$ cat config.mk
export PLATFORM = sky130hd
export DESIGN_NAME = flash_block_code_protection
export DESIGN_NICKNAME = d
export VERILOG_FILES = /design/src/verilog/flash_protect_pkg.sv /design/src/verilog/flash_block_code_protection.sv /design/src/verilog/region_decode.sv
export SDC_FILE = /design/constraint.sdc
export NUM_CORES = 1
export LEC_CHECK = 0
export ABC_CLOCK_PERIOD_IN_PS = 1900
export BUFFER_PORTS_ARGS = -buffer_cell sky130_fd_sc_hd__buf_2
export CAP_MARGIN = 20
export CORE_UTILIZATION = 47
export DETAILED_ROUTE_END_ITERATION = 10
export HOLD_SLACK_MARGIN = 0.06
export PLACE_DENSITY = 0.93
export SYNTH_ARGS = -nofsm -noshare
export SYNTH_HDL_FRONTEND = slang
export SYNTH_SLANG_ARGS = --single-unit
$ cat constraint.sdc
create_clock -name core_clk -period 1.9 [get_ports core_clk]
set_input_delay 0.285 -clock core_clk [delete_from_list [all_inputs] [get_ports core_clk]]
set_output_delay 0.285 -clock core_clk [all_outputs]
set_load 0.01 [all_outputs]
$ cat src/verilog/flash_protect_pkg.sv
// package: address map, config byte layout and types for flash protection
package flash_protect_pkg;

    // ------------------------------------------------------------------
    // address map
    // ------------------------------------------------------------------
    localparam logic [21:0] BOOT_SIZE_BYTES   = 22'h000200;
    localparam logic [21:0] BLOCK0_BASE       = 22'h000200;
    localparam logic [21:0] BLOCK1_BASE       = 22'h002000;
    localparam logic [21:0] BLOCK2_BASE       = 22'h004000;
    localparam logic [21:0] BLOCK3_BASE       = 22'h006000;
    localparam logic [21:0] USER_MEM_END      = 22'h008000;
    localparam logic [21:0] SMALL_MEM_END     = 22'h004000;
    localparam logic [21:0] USER_ID_BASE      = 22'h200000;
    localparam logic [21:0] USER_ID_LAST      = 22'h200007;
    localparam logic [21:0] CONFIG_BASE       = 22'h300000;
    localparam logic [21:0] CONFIG_LAST       = 22'h3000FF;

    // ------------------------------------------------------------------
    // protection configuration byte addresses
    // ------------------------------------------------------------------
    localparam logic [21:0] REGION_READOUT_PROTECT_LOW_ADDR     = 22'h300008;
    localparam logic [21:0] BOOT_EEPROM_READOUT_PROTECT_ADDR    = 22'h300009;
    localparam logic [21:0] REGION_WRITE_PROTECT_LOW_ADDR       = 22'h30000A;
    localparam logic [21:0] BOOT_EEPROM_CONFIG_WRITE_PROTECT_ADDR = 22'h30000B;
    localparam logic [21:0] REGION_TABLEREAD_PROTECT_LOW_ADDR   = 22'h30000C;
    localparam logic [21:0] BOOT_TABLEREAD_PROTECT_ADDR         = 22'h30000D;
    localparam logic [21:0] DEBUG_LOWVOLT_CONFIG_BYTE_ADDR      = 22'h300006;

    // ------------------------------------------------------------------
    // field positions and erased values
    // ------------------------------------------------------------------
    localparam int         EEPROM_BIT_POS    = 7;
    localparam int         BOOT_BIT_POS      = 6;
    localparam int         CONFIG_WP_BIT_POS = 5;
    localparam int         DEBUG_BIT_POS     = 7;
    localparam int         LOWVOLT_BIT_POS   = 2;
    localparam logic [3:0] REGION_ERASED     = 4'hF;
    localparam logic       BIT_ERASED        = 1'b1;

    // region numbers: 0..3 ordinary blocks, 4 boot, 5 none
    localparam logic [2:0] REGION_BOOT = 3'h4;
    localparam logic [2:0] REGION_NONE = 3'h5;

    typedef enum logic [1:0] {
        PROG_IDLE,
        PROG_LOWVOLT,
        PROG_HIGHVOLT
    } prog_mode_t;

    typedef struct packed {
        logic       valid;
        logic       write;
        logic [21:0] addr;
        logic [7:0] wdata;
    } access_req_t;

    typedef struct packed {
        logic [4:0] readout;    // bit 4 boot
        logic [4:0] write;
        logic [4:0] cross_read;
        logic       eeprom_readout;
        logic       eeprom_write;
        logic       config_write;
        logic       debug_n;
        logic       lowvolt;
    } protect_bits_t;

endpackage

$ cat src/verilog/flash_block_code_protection.sv
// flash_block_code_protection: gates table and programmer memory accesses
`timescale 1ns/1ns
module flash_block_code_protection
    import flash_protect_pkg::*;
#(
    parameter bit LARGE_PART = 1'b1
) (
    input  wire logic        core_clk,
    input  wire logic        rstn,
    // processor table access
    input  wire access_req_t table_req,
    input  wire logic [21:0] exec_addr,
    input  wire logic [7:0]  table_mem_rdata,
    output logic             table_mem_wr_r,
    output logic      [7:0]  table_latch_r,
    output logic             table_done_r,
    // processor eeprom access
    input  wire access_req_t cpu_ee_req,
    output logic             cpu_ee_grant_r,
    // external programmer
    input  wire logic        master_clear_vpp_pin,
    input  wire logic        high_voltage_entry_level,
    input  wire logic        program_mode_pin,
    input  wire access_req_t prog_req,
    input  wire logic        prog_eeprom_sel,
    input  wire logic        prog_chip_erase,
    input  wire logic        prog_region_erase,
    input  wire logic [2:0]  prog_erase_region,
    input  wire logic [7:0]  prog_mem_rdata,
    output logic             prog_mem_wr_r,
    output logic      [7:0]  prog_rdata_r,
    output logic             prog_done_r,
    output logic      [1:0]  prog_mode_r,
    // pin and debug control
    output logic             pgm_pin_gpio_en_r,
    output logic             pgm_pin_pullup_en_r,
    output logic             debugger_enable_r
);

    // ------------------------------------------------------------------
    // state
    // ------------------------------------------------------------------
    typedef struct packed {
        protect_bits_t pb;
        prog_mode_t    mode;
        logic          tbl_wr;
        logic [7:0]    tbl_lat;
        logic          tbl_done;
        logic          ee_grant;
        logic          prg_wr;
        logic [7:0]    prg_rdata;
        logic          prg_done;
        logic          gpio_en;
        logic          pullup_en;
        logic          dbg_en;
    } state_t;

    state_t st_r;
    state_t st_nxt;

    logic [2:0] ptr_region;
    logic [2:0] exec_region;
    logic [2:0] prg_region;

    // ------------------------------------------------------------------
    // region decoders
    // ------------------------------------------------------------------
    region_decode #(.LARGE_PART(LARGE_PART)) u_ptr_dec (
        .addr   (table_req.addr),
        .region (ptr_region)
    );
    region_decode #(.LARGE_PART(LARGE_PART)) u_exec_dec (
        .addr   (exec_addr),
        .region (exec_region)
    );
    region_decode #(.LARGE_PART(LARGE_PART)) u_prog_dec (
        .addr   (prog_req.addr),
        .region (prg_region)
    );

    // ------------------------------------------------------------------
    // config byte image and update helpers
    // ------------------------------------------------------------------
    function automatic logic [7:0] cfg_read(input protect_bits_t p,
                                            input logic [21:0] a);
        logic [7:0] v;
        v = 8'h00;
        case (a)
            REGION_READOUT_PROTECT_LOW_ADDR:   v[3:0] = p.readout[3:0];
            BOOT_EEPROM_READOUT_PROTECT_ADDR: begin
                v[EEPROM_BIT_POS] = p.eeprom_readout;
                v[BOOT_BIT_POS]   = p.readout[4];
            end
            REGION_WRITE_PROTECT_LOW_ADDR:     v[3:0] = p.write[3:0];
            BOOT_EEPROM_CONFIG_WRITE_PROTECT_ADDR: begin
                v[EEPROM_BIT_POS]    = p.eeprom_write;
                v[BOOT_BIT_POS]      = p.write[4];
                v[CONFIG_WP_BIT_POS] = p.config_write;
            end
            REGION_TABLEREAD_PROTECT_LOW_ADDR: v[3:0] = p.cross_read[3:0];
            BOOT_TABLEREAD_PROTECT_ADDR:       v[BOOT_BIT_POS] = p.cross_read[4];
            DEBUG_LOWVOLT_CONFIG_BYTE_ADDR: begin
                v[DEBUG_BIT_POS]   = p.debug_n;
                v[LOWVOLT_BIT_POS] = p.lowvolt;
            end
            default: v = 8'h00;
        endcase
        return v;
    endfunction

    // programming ANDs the new byte in, so bits only ever fall to zero
    function automatic protect_bits_t cfg_write(input protect_bits_t p,
                                                input logic [21:0] a,
                                                input logic [7:0] d,
                                                input logic lv_ok,
                                                input logic cw_ok);
        protect_bits_t q;
        q = p;
        case (a)
            REGION_READOUT_PROTECT_LOW_ADDR:
                q.readout[3:0] = p.readout[3:0] & d[3:0];
            BOOT_EEPROM_READOUT_PROTECT_ADDR: begin
                q.eeprom_readout = p.eeprom_readout & d[EEPROM_BIT_POS];
                q.readout[4]     = p.readout[4] & d[BOOT_BIT_POS];
            end
            REGION_WRITE_PROTECT_LOW_ADDR:
                q.write[3:0] = p.write[3:0] & d[3:0];
            BOOT_EEPROM_CONFIG_WRITE_PROTECT_ADDR: begin
                q.eeprom_write = p.eeprom_write & d[EEPROM_BIT_POS];
                q.write[4]     = p.write[4] & d[BOOT_BIT_POS];
                if (cw_ok) begin
                    q.config_write = p.config_write &
                                     d[CONFIG_WP_BIT_POS];
                end
            end
            REGION_TABLEREAD_PROTECT_LOW_ADDR:
                q.cross_read[3:0] = p.cross_read[3:0] & d[3:0];
            BOOT_TABLEREAD_PROTECT_ADDR:
                q.cross_read[4] = p.cross_read[4] & d[BOOT_BIT_POS];
            DEBUG_LOWVOLT_CONFIG_BYTE_ADDR: begin
                q.debug_n = p.debug_n & d[DEBUG_BIT_POS];
                if (lv_ok) begin
                    q.lowvolt = p.lowvolt & d[LOWVOLT_BIT_POS];
                end
            end
            default: q = p;
        endcase
        return q;
    endfunction

    // ------------------------------------------------------------------
    // next-state logic
    // ------------------------------------------------------------------
    always_comb begin
        logic is_cfg_t;
        logic is_id_t;
        logic is_cfg_p;
        logic is_id_p;
        logic prog_on;
        logic hv_entry;
        logic lv_entry;
        is_cfg_t = (table_req.addr >= CONFIG_BASE) &&
                   (table_req.addr <= CONFIG_LAST);
        is_id_t  = (table_req.addr >= USER_ID_BASE) &&
                   (table_req.addr <= USER_ID_LAST);
        is_cfg_p = (prog_req.addr >= CONFIG_BASE) &&
                   (prog_req.addr <= CONFIG_LAST);
        is_id_p  = (prog_req.addr >= USER_ID_BASE) &&
                   (prog_req.addr <= USER_ID_LAST);
        hv_entry = master_clear_vpp_pin && high_voltage_entry_level;
        lv_entry = program_mode_pin && st_r.pb.lowvolt;
        prog_on  = (st_r.mode != PROG_IDLE);
        st_nxt = st_r;
        st_nxt.tbl_wr   = 1'b0;
        st_nxt.tbl_done = 1'b0;
        st_nxt.ee_grant = 1'b0;
        st_nxt.prg_wr   = 1'b0;
        st_nxt.prg_done = 1'b0;

        // programming entry: high voltage always wins over low voltage
        if (hv_entry) begin
            st_nxt.mode = PROG_HIGHVOLT;
        end else if (lv_entry) begin
            st_nxt.mode = PROG_LOWVOLT;
        end else begin
            st_nxt.mode = PROG_IDLE;
        end

        // processor table access, gated on pointer and executing region
        if (table_req.valid) begin
            st_nxt.tbl_done = 1'b1;
            if (table_req.write) begin
                if (is_cfg_t) begin
                    if (st_r.pb.config_write) begin
                        st_nxt.pb = cfg_write(st_r.pb, table_req.addr,
                                              table_req.wdata, 1'b0, 1'b0);
                    end
                end else if (is_id_t) begin
                    st_nxt.tbl_wr = 1'b1;
                end else if (ptr_region != REGION_NONE) begin
                    st_nxt.tbl_wr = st_r.pb.write[ptr_region];
                end
            end else begin
                if (is_cfg_t) begin
                    st_nxt.tbl_lat = cfg_read(st_r.pb, table_req.addr);
                end else if (is_id_t) begin
                    st_nxt.tbl_lat = table_mem_rdata;
                end else if (ptr_region == REGION_NONE) begin
                    st_nxt.tbl_lat = 8'h00;
                end else if (!st_r.pb.cross_read[ptr_region] &&
                             ptr_region != exec_region) begin
                    st_nxt.tbl_lat = 8'h00;
                end else begin
                    st_nxt.tbl_lat = table_mem_rdata;
                end
            end
        end

        // processor eeprom access is never gated by protection bits
        st_nxt.ee_grant = cpu_ee_req.valid;

        // external programmer: erases, config, ids, memory, eeprom
        if (prog_on) begin
            if (prog_chip_erase) begin
                st_nxt.pb.readout        = {BIT_ERASED, REGION_ERASED};
                st_nxt.pb.write          = {BIT_ERASED, REGION_ERASED};
                st_nxt.pb.cross_read     = {BIT_ERASED, REGION_ERASED};
                st_nxt.pb.eeprom_readout = BIT_ERASED;
                st_nxt.pb.eeprom_write   = BIT_ERASED;
                st_nxt.pb.config_write   = BIT_ERASED;
                st_nxt.pb.debug_n        = BIT_ERASED;
                st_nxt.pb.lowvolt        = BIT_ERASED;
                st_nxt.prg_done          = 1'b1;
            end else if (prog_region_erase &&
                         prog_erase_region <= REGION_BOOT) begin
                st_nxt.pb.readout[prog_erase_region]    = BIT_ERASED;
                st_nxt.pb.write[prog_erase_region]      = BIT_ERASED;
                st_nxt.pb.cross_read[prog_erase_region] = BIT_ERASED;
                st_nxt.prg_done = 1'b1;
            end else if (prog_req.valid) begin
                st_nxt.prg_done = 1'b1;
                if (prog_eeprom_sel) begin
                    if (prog_req.write) begin
                        st_nxt.prg_wr = st_r.pb.eeprom_readout &&
                                        st_r.pb.eeprom_write;
                    end else begin
                        st_nxt.prg_rdata = st_r.pb.eeprom_readout ?
                                           prog_mem_rdata : 8'h00;
                    end
                end else if (is_cfg_p) begin
                    if (prog_req.write) begin
                        st_nxt.pb = cfg_write(st_r.pb, prog_req.addr,
                                              prog_req.wdata,
                                              st_r.mode == PROG_HIGHVOLT,
                                              1'b1);
                    end else begin
                        st_nxt.prg_rdata = cfg_read(st_r.pb, prog_req.addr);
                    end
                end else if (is_id_p) begin
                    if (prog_req.write) begin
                        st_nxt.prg_wr = 1'b1;
                    end else begin
                        st_nxt.prg_rdata = prog_mem_rdata;
                    end
                end else if (prg_region == REGION_NONE) begin
                    st_nxt.prg_rdata = 8'h00;
                end else if (prog_req.write) begin
                    st_nxt.prg_wr = st_r.pb.readout[prg_region] &&
                                    st_r.pb.write[prg_region];
                end else begin
                    st_nxt.prg_rdata = st_r.pb.readout[prg_region] ?
                                       prog_mem_rdata : 8'h00;
                end
            end
        end

        // pin ownership and debugger follow the live configuration bits
        st_nxt.gpio_en   = !st_nxt.pb.lowvolt;
        st_nxt.pullup_en = !st_nxt.pb.lowvolt;
        st_nxt.dbg_en    = !st_nxt.pb.debug_n;
    end

    // ------------------------------------------------------------------
    // state register; erased part comes up with all bits at one
    // ------------------------------------------------------------------
    always_ff @(posedge core_clk or negedge rstn) begin
        if (!rstn) begin
            st_r.pb        <= '1;
            st_r.mode      <= PROG_IDLE;
            st_r.tbl_wr    <= 1'b0;
            st_r.tbl_lat   <= 8'h00;
            st_r.tbl_done  <= 1'b0;
            st_r.ee_grant  <= 1'b0;
            st_r.prg_wr    <= 1'b0;
            st_r.prg_rdata <= 8'h00;
            st_r.prg_done  <= 1'b0;
            st_r.gpio_en   <= 1'b0;
            st_r.pullup_en <= 1'b0;
            st_r.dbg_en    <= 1'b0;
        end else begin
            st_r <= st_nxt;
        end
    end

    // ------------------------------------------------------------------
    // outputs straight from the state flops
    // ------------------------------------------------------------------
    assign table_mem_wr_r      = st_r.tbl_wr;
    assign table_latch_r       = st_r.tbl_lat;
    assign table_done_r        = st_r.tbl_done;
    assign cpu_ee_grant_r      = st_r.ee_grant;
    assign prog_mem_wr_r       = st_r.prg_wr;
    assign prog_rdata_r        = st_r.prg_rdata;
    assign prog_done_r         = st_r.prg_done;
    assign prog_mode_r         = st_r.mode;
    assign pgm_pin_gpio_en_r   = st_r.gpio_en;
    assign pgm_pin_pullup_en_r = st_r.pullup_en;
    assign debugger_enable_r   = st_r.dbg_en;

endmodule

$ cat src/verilog/region_decode.sv
// region_decode: maps a program address onto its protection region number
`timescale 1ns/1ns
module region_decode
    import flash_protect_pkg::*;
#(
    parameter bit LARGE_PART = 1'b1
) (
    input  wire logic [21:0] addr,
    output logic      [2:0]  region
);

    // boot first, then four binary blocks; past the part's end is none
    always_comb begin
        if (addr < BOOT_SIZE_BYTES) begin
            region = REGION_BOOT;
        end else if (addr < BLOCK1_BASE) begin
            region = 3'h0;
        end else if (addr < BLOCK2_BASE) begin
            region = 3'h1;
        end else if (LARGE_PART && addr < BLOCK3_BASE) begin
            region = 3'h2;
        end else if (LARGE_PART && addr < USER_MEM_END) begin
            region = 3'h3;
        end else begin
            region = REGION_NONE;
        end
    end

endmodule
==> impl_metrics.toml, run 1 <==
[logic_synthesis]
synth_ff_type = "dfrtp_1"
synth_top_cell_area_share_pct = 17.6
synth_fp_nets = 572
synth_seq_cells = 45
yosysTopAreaCell = "dfrtp_1"
seq_area_frac_synth_pct = 32.5
synthTopCellsByArea = "dfrtp_1 (18%), dfstp_2 (15%), nand2_1 (6.0%)"
yosysWarningCount = 0
synth_edf_count = 0
ys_types = 70
synth.avg_cell_area_um2 = 8.30
synthArstFlopShare_pct = 100
netlist_area_um2 = 3550
syn_inst = 427

[run]
maxCapViolCount = 0

[setup_path]
crit_chain = "mux4_2 > a211oi_2 > buf_4 > o41ai_4 > buf_4 > nand2_1 > a31oi_1"
cp-startpoint = "st_r[41]"
reg2reg_slack_ps = 100
worst-path-buf-inv = 2
startpoint_type = "register"
path_class = "reg -> reg"
cp_slowest_stage_delay_ps = 500
crit_required_ps = 2080
cp_max_fo = 8
r2r_end = "prog_rdata_r[6]"
regToRegStartpoint = "st_r[41]"
crit_top_cell = "buf_4"
critPathSlowestCell = "mux4_2"
endpoint_kind = "register"
worstPathArrival_ps = 1980
worstRegToRegCells = 7
critical-path-top-delay-family = "multiplexers"

[run_status]
status = "completed"

[placement]
place.gp.congestion = 0.962
dp_slack_ps = -168
portBuffers = 127
hpwlAfterDp_um = 9530
postPlaceCellArea_um2 = 4560
dp_cells = 681

[timing]
max_freq_mhz = 554
max-slew-margin-rel_pct = 60.8
finClkSkew_ps = 9.27
period_needed_ps = 1800
final_max_slew_viol_count = 0
tns_ps = 0
fin_crit_sh_pct = 95.0
finalHoldViolCount = 0
worstMarginPinSlew_ps = 588
setup_viol = 0
setup_ws_ps = 95.3

[routing]
wire_per_inst_um = 17.4
ant_nets = 0
vias_per_cell = 6.08
wl_um = 12000
drc = 0
vias = 4201
drt_first_pass_iters = 5
drtIter0Drc = 378

[die]
die_x_um = 88.9
start_util_pct = 48.6
io_pins = 171
core_um2 = 7290
dieArea_um2 = 7900
rows = 31
die_h_um = 88.9

[clock_network]
cts_buffers = 5
clock_tree.buffer_depth = 2
clk_pin_slew_ps = 90
cts-root-buf = "clkbuf_8"
cts_tree = "built"
cts.sinks = 45
insertion_delay_ps = 310
ctsHtreeMaxLevel = 2

[global_route]
antenna_found_initial = 0
grt_max_degree = 46
grt-ovfl-total = 0
first_global_vias = 4062
grt_usage_pct = 31.6
grt_pass1_wl_um = 19000

[pwr]
peakVddDrop_mv = 0.278
p_per_area_nw_per_um2 = 538
power_leakage_uw = 0.00213

[layout]
drive_gt1_share_pct = 41.0
fin_nets = 736
nFillCells = 626
diodes = 0
area_growth_pct = 32.8
final_area_um2 = 4710
final_cells = 691

[hold_path]
worstHoldPathType = "in -> async"
flip-flops by register name, summed over array words and instances (netlist names):
register	cells
prog_mode_r	2
table_mem_wr_r	1
prog_mem_wr_r	1
table_done_r	1
prog_rdata_r	8
st_r	20
prog_done_r	1
cpu_ee_grant_r	1
pgm_pin_pullup_en_r	1
debugger_enable_r	1
table_latch_r	8
worst reg2reg max path: stages (launching register included):
cell and delay [ps]:
dfstp_2 400, mux4_2 500, a211oi_2 240, buf_4 150, o41ai_4 50, buf_4 170
nand2_1 80, a31oi_1 80
timing repair:
action / 4_1_cts / 5_1_grt
resized for setup: 1 / 5
setup endpoints to repair: 5 / 24
gates cloned: 0 / 0
buffers inserted: 0 / 2
hold buffers: 0 / 0
report_power, final:
part	total [uW]	internal, uW	switching (uW)
clock	793	430	363
sequential	1070	1040	36.9
combinational	669	294	375
stage by stage:
step                      hold slack (ps)  power [uW]  util, %
after floorplan                     -10.6        1470        -
after global placement                397        1720     62.5
after detailed placement              401        1740     62.5
after CTS                            83.6        2520     64.2
after global routing                 80.9        2640     64.6
final                                50.1        2530     64.6
layout by cell type, fill, tap and decap left out, types with 5 or more instances in the layout:
| master | instances |
|---|---|
| buf_2 | 127 |
| buf_4 | 62 |
| nand2_1 | 57 |
| nor2_1 | 44 |
| a21oi_1 | 30 |
| dfrtp_1 | 25 |
| nand3_1 | 21 |
| dfstp_2 | 20 |
| nor3_1 | 16 |
| o21ai_0 | 16 |
| a31oi_1 | 15 |
| mux2i_1 | 12 |
| and2_1 | 9 |
| nand4_1 | 9 |
| inv_1 | 7 |
| a21o_1 | 6 |
| nand2b_1 | 6 |
| nor2b_1 | 6 |
| clkbuf_8 | 6 |
| o31ai_1 | 5 |
| o32ai_1 | 5 |
cells by family (layout without fill, tap and decap cells):
logic type             after synthesis  after routing  synth area share (%)
AND/OR/NAND/NOR                    208            208                  31.9
buffers and inverters               39            204                  6.32
multiplexers                        15             15                  5.50
AO/OA/AOI/OAI                      119            119                  23.6
flip-flops                          45             45                  32.5
XOR/XNOR                             1              1                 0.247
final cells by class:
cell class	instances	area [um^2]	area share, %
multi-input cells	343	2190	46.5
well taps	99	124	2.63
flip-flops and latches	45	1150	24.4
repair buffers	189	1100	23.4
clock buffers	7	86.3	1.83
inverters	7	26.3	0.558
clock inverters	1	30.0	0.638
Yosys cell counts, drive strengths merged, types with 3 or more instances:
library cell and n:
nand2 58, nor2 45, a21oi 31, dfrtp 25, buf 23, nand3 21, dfstp 20, o21ai 17
a31oi 16, nor3 16, mux2i 12, nand4 10, nor4 10, and2 9, clkbuf 9, inv 7
a21o 6, nand2b 6, nor2b 6, a211oi 5, and3 5, o31ai 5, o32ai 5, or2 5
a221oi 4, nor4b 4, a221o 3, a22o 3, a31o 3, mux4 3, nand3b 3, nor3b 3
o221ai 3
worst max-delay path by stage:
stage	cells after the start	to
2_1_floorplan	6	prog_rdata_r[0]
3_3_place_gp	8	prog_rdata_r[5]
3_5_place_dp	8	prog_rdata_r[0]
4_1_cts	8	debugger_enable_r
5_1_grt	8	prog_rdata_r[6]
6_report	7	prog_rdata_r[6]
metal layers:
metal | GRT usage (%) | routed length (um) | up-vias
met3 | 6.06 | 1160 | 53
met4 | 16.0 | 471 | 0
met1 | 40.3 | 4710 | 1982
met5 | 0 | 0 | -
li1 | - | - | 1924
met2 | 51.1 | 5700 | 242
No activity file was read; power rests on OpenSTA's default activity.
==> run 2, diff against run 1 <==
- BUFFER_PORTS_ARGS: -buffer_cell sky130_fd_sc_hd__buf_2 -> not set
- CORE_UTILIZATION: 47 -> 65
- DONT_BUFFER_PORTS: not set -> 1
- SYNTH_HIERARCHICAL: not set -> 1
==> run 2 against run 1 <==
The flow now finishes with violations (negative setup slack). Routed wire length is 12% higher. Sequential share of layout area up 2.3 points. Clock-buffer cell count decreased by 2. Combinational power is 46% lower. Highest routed layer unchanged. Cell count is 21% lower. Via count increased by 1.2%. Global-route usage up 11 points. Register-to-register slack worse by 60 ps. Critical path type is now in -> reg. Sequential power grew 4%. Largest cell class unchanged. Critical path depth is 1 higher. Hold slack improved by 29 ps. Clock power shrank 18%. Largest power group unchanged.
==> impl_metrics.toml, run 2 <==
[setup_path]
cp_slowest_stage_delay_ps = 610
endpoint_kind = "register"
critPathSlowestCell = "mux4_2"
regToRegStartpoint = "prog_mode_r[1]"
crit_required_ps = 2090
path_class = "in -> reg"
cp-startpoint = "prog_req[24]"
crit_chain = "nor4_4 > buf_4 > nand3b_1 > mux4_2 > a32oi_1 > o21ai_0 > a22oi_1 > nor2_1"
startpoint_type = "input port"
reg2reg_slack_ps = 40
worstRegToRegCells = 6
r2r_end = "st_r[37]"
worstPathArrival_ps = 2230
cp_max_fo = 4

[layout]
final_cell_mix = "buf_4 (55), nor2_1 (45), nand2_1 (34), dfrtp_1 (25), o21ai_0 (24)"
regMostFlops = "st_r"
final_cells = 545
layout_commonest_cell = "buf_4"
drive_gt1_share_pct = 30.7
area_growth_pct = 21.6
fin_nets = 619
diodes = 0
largest_reg_flops = 20

[die]
die_x_um = 75.8
io_pins = 171
dieArea_um2 = 5750
die_h_um = 75.8
rows = 26
core_um2 = 5170
start_util_pct = 68.5

[placement]
dp_cells = 526
hpwlAfterDp_um = 9120
portBuffers = 0
place.gp.congestion = 0.985
dp_slack_ps = -453

[timing]
setup_ws_ps = -138
rsz0062_at_grt = "true"
tns_ps = -1250
finClkSkew_ps = 10.6
setup_viol = 16
worstMarginPinSlew_ps = 621
max-slew-margin-rel_pct = 58.5
holdWs_ps = 78.8
period_needed_ps = 2040
final_max_slew_viol_count = 0
fin_crit_sh_pct = 107
finalHoldViolCount = 0
max_freq_mhz = 491

[logic_synthesis]
synth_seq_cells = 45
synth_fp_nets = 585
synth_ff_type = "dfrtp_1"
synth_edf_count = 0
yosysWarningCount = 6
syn_inst = 440
ys_types = 68
netlist_area_um2 = 3540
synth_top_cell_area_share_pct = 17.7
seq_area_frac_synth_pct = 32.5
synth.avg_cell_area_um2 = 8.05
yosys-top-cells-count = "nor2_1 (46), nand2_1 (35), o21ai_0 (32)"
yosysTopAreaCell = "dfrtp_1"
synthArstFlopShare_pct = 100
synthTopCellsByArea = "dfrtp_1 (18%), dfstp_2 (15%), nor2_1 (4.9%)"
synth.most_common_cell = "nor2_1"

[pwr]
power_leakage_uw = 0.00172
peakVddDrop_mv = 0.275
p_per_area_nw_per_um2 = 492
finalPower_uw = 2120

[clock_network]
cts_tree = "built"
ctsHtreeMaxLevel = 2
insertion_delay_ps = 300
cts.sinks = 45
clock_tree.buffer_depth = 2
clk_pin_slew_ps = 100
cts-root-buf = "clkbuf_8"
cts_buffers = 5

[routing]
drt-met1-wl_um = 4540
highest_layer = "met4"
wl_um = 13500
wire_per_inst_um = 24.8
drt_first_pass_iters = 9
drc = 0
ant_nets = 0
wl_met3_um = 2020
drtIter0Drc = 623
vias_per_cell = 7.80
vias = 4252
wl_met2_um = 6090

[global_route]
first_global_vias = 3763
grt_max_degree = 46
grt-ovfl-total = 0
antenna_found_initial = 0
grt_usage_pct = 42.1
grt_pass1_wl_um = 17800

[hold_path]
worstHoldStart = "program_mode_pin"
holdPathStages = 2
holdPathEnd = "prog_mode_r[0]"
worstHoldPathType = "in -> reg"

[run]
maxCapViolCount = 0

[run_status]
failed_checks = "negative setup slack"
status = "finished with violations"
run 2: cell types whose count changed in the layout (fill, tap and decap cells not counted), sizes merged, moves of 5 or more:
cell | before | now
nand2 | 58 | 35
a21o | 6 | 1
o21ai | 17 | 32
buf | 189 | 57
or4 | 1 | 8
and2 | 9 | 3
nand2b | 6 | 13
inv | 7 | 15
nand3b | 3 | 8
run 2: critical path: cells and delay by family:
kind	cells	cell delay (ps)
compound gates	3	530
simple gates	3	620
buf+inv	1	170
mux	1	610
run 2: worst max path at each step:
stage	end	slack, ps	depth (start not counted)
after floorplan	table_latch_r[0]	-300	8
after global placement	table_latch_r[0]	-340	7
after detailed placement	table_latch_r[0]	-450	7
after CTS	table_latch_r[0]	-50	8
after global routing	table_latch_r[0]	-180	8
final	prog_mem_wr_r	-140	8
run 2: per-stage QoR:
stage          instance area [um^2]  util [%]
2_1_floorplan                  3620         -
3_3_place_gp                   3870      74.9
3_5_place_dp                   3870      74.9
4_1_cts                        4070      78.7
5_1_grt                        4300      83.2
6_report                       4300      83.2
run 2: metal layers:
layer	up-vias	GRT usage, %
met4	0	21.2
met3	127	14.0
li1	1715	-
met1	1938	51.2
met2	472	66.8
met5	-	0
run 2: power by group:
part           internal (uW)  switching [uW]
Combinational            158             202
Sequential              1030            83.2
Clock                    269             379
Total                   1460             664
run 2: timing repair:
action / in CTS / in global routing
hold buffers: 4 / 0
setup buffers: 1 / 5
cloned: 0 / 1
resized for setup: 7 / 41
pin swaps: 10 / 10
setup endpoints to repair: 15 / 26
endpoints found under the hold margin: 47 / 0
run 2: cells by family after synthesis:
| logic type | after synthesis | share of synthesized area [%] |
|---|---|---|
| xor gates and xnor gates | 3 | 0.742 |
| adders and majority gates | 1 | 0.283 |
| AOI/OAI and AO/OA | 119 | 21.5 |
| DFF | 45 | 32.5 |
| muxes | 15 | 5.41 |
| and+or+nand+nor | 210 | 32.5 |
| buffers and inverters | 47 | 7.03 |
run 2: area by class of cell:
cell class	instances	area (um^2)
clock buffers	5	68.8
clock inverters	3	25.0
fillers	299	868
inverters	13	48.8
multi-input cells	349	2440
flip-flops and latches	45	1150
well taps	70	87.6
repair buffers	60	482
==> run 3, diff against run 2 <==
- SYNTH_HIERARCHICAL: 1 -> not set
==> run 3 against run 2 <==
The flow now finishes without violations. Total power up 13%. Flip-flop and latch count unchanged. First-iteration DRC count down 30%. Critical path depth down 1. Combinational power up 6.7%. Global-route usage down 1.0 points. Clock-buffer cell count unchanged. Setup slack better by 170 ps.
==> impl_metrics.toml, run 3 (same netlist as run 1, synthesis figures left out) <==
[timing]
max_freq_mhz = 535
worstMarginPinSlew_ps = 552
finClkSkew_ps = 7.43
period_needed_ps = 1870
finalHoldViolCount = 0
holdWs_ps = 78.2
final_max_slew_viol_count = 0
rsz0062_at_grt = "false"
setup_viol = 0
fin_crit_sh_pct = 98.5
tns_ps = 0
max-slew-margin-rel_pct = 63.1

[routing]
drc = 0
drt_first_pass_iters = 7
vias_per_cell = 7.34
drtIter0Drc = 437
vias = 3786
ant_nets = 0
wl_um = 11300
wire_per_inst_um = 21.8

[die]
start_util_pct = 68.6
die_x_um = 75.9
die_h_um = 75.9
dieArea_um2 = 5750
rows = 26
io_pins = 171
core_um2 = 5170

[global_route]
grt_pass1_wl_um = 17300
first_global_vias = 3721
antenna_found_initial = 0
grt-ovfl-total = 0
grt_usage_pct = 41.1
grt_max_degree = 46

[hold_path]
worstHoldPathType = "in -> reg"
worstHoldStart = "program_mode_pin"

[placement]
dp_cells = 504
hpwlAfterDp_um = 8320
place.gp.congestion = 1.03
postPlaceCellArea_um2 = 3730
portBuffers = 0

[setup_path]
cp-startpoint = "prog_mode_r[1]"
path_class = "reg -> reg"
endpoint_kind = "register"
regToRegStartpoint = "prog_mode_r[1]"
crit_required_ps = 2110
cp_max_fo = 9
worstPathArrival_ps = 2080
startpoint_type = "register"

[layout]
largest_reg_flops = 20
post-route-util_pct = 76.3
final_cell_mix = "nand2_1 (57), nor2_1 (45), buf_4 (39), a21oi_1 (30), dfrtp_1 (24)"
diodes = 0
area_growth_pct = 11.4
final_cells = 516
fin_nets = 590
drive_gt1_share_pct = 21.5
regMostFlops = "st_r"
final_area_um2 = 3950
layout_commonest_cell = "nand2_1"

[run]
maxCapViolCount = 0

[clock_network]
cts_tree = "built"
cts.sinks = 45
clk_pin_slew_ps = 100
ctsHtreeMaxLevel = 2
cts_buffers = 5
insertion_delay_ps = 310
post_cts_buffers = 0
clock_tree.buffer_depth = 2
cts-root-buf = "clkbuf_8"

[pwr]
peakVddDrop_mv = 0.362
p_per_area_nw_per_um2 = 608
power_leakage_uw = 0.00154

[run_status]
status = "completed"
==> run 3: cell types whose count changed in the layout (fill, tap and decap cells not counted), moves of 7 or more <==
cell / change
a21oi_1: +8
o21ai_0: -8
buf_4: -16
nor3_1: +7
nand2_1: +23
==> run 3: path summary, 6_finish.rpt <==
| kind | to | slack, ps | depth (start not counted) |
|---|---|---|---|
| worst max-delay path | st_r[33] | 30 | 7 |
| worst max register to register | st_r[33] | 30 | 7 |
| min in group asynchronous | prog_rdata_r[3] | 520 | 2 |
| max in group asynchronous | st_r[36] | 1110 | 2 |
| worst min-delay path | prog_mode_r[0] | 80 | 2 |
| worst min register to register | prog_mode_r[0] | 540 | 2 |
==> run 3: where the power goes <==
part	switching, uW	internal, uW	leakage [uW]	total [uW]
logic	219	164	0.000950	384
clock network	367	530	0.0000687	897
registers	82.2	1040	0.000521	1120
total	668	1730	0.00154	2400
==> run 3: cell type report <==
| class | count | area [um^2] |
|---|---|---|
| clock inverters | 3 | 68.8 |
| inverters | 7 | 26.3 |
| flip-flops and latches | 45 | 1150 |
| clock buffers | 5 | 68.8 |
| repair buffers | 43 | 350 |
| multi-input cells | 343 | 2190 |
| fillers | 375 | 1220 |
| well taps | 70 | 87.6 |
==> run 3: worst max-delay path, stage by stage (launching register included) <==
cell,delay (ps)
dfrtp_2,430
o211ai_1,150
a2111oi_2,290
buf_4,190
nand2_1,110
buf_4,200
o32ai_1,320
a21oi_1,80
==> run 3: per-layer routing <==
| layer | up-vias | share of wire [%] | track usage [%] |
|---|---|---|---|
| met5 | - | 0 | 0 |
| met4 | 0 | 5.8 | 24.3 |
| met3 | 77 | 12 | 11.0 |
| met2 | 313 | 47 | 67.2 |
| met1 | 1766 | 35 | 48.7 |
| li1 | 1630 | - | - |
==> run 3: what timing repair did <==
| item | 4_1_cts | 5_1_grt |
|---|---|---|
| pin swaps | 0 | 2 |
| hold buffers | 4 | 0 |
| endpoints found under the setup margin | 15 | 24 |
| endpoints found under the hold margin | 47 | 0 |
| gates resized for setup | 4 | 3 |
==> run 3: per-stage QoR <==
step	power, uW	worst slack [ps]
after global placement	1460	29.2
after detailed placement	1470	-35.3
after floorplan	1470	81.4
final	2400	29.2
after global routing	2470	0.560
after CTS	2390	18.5
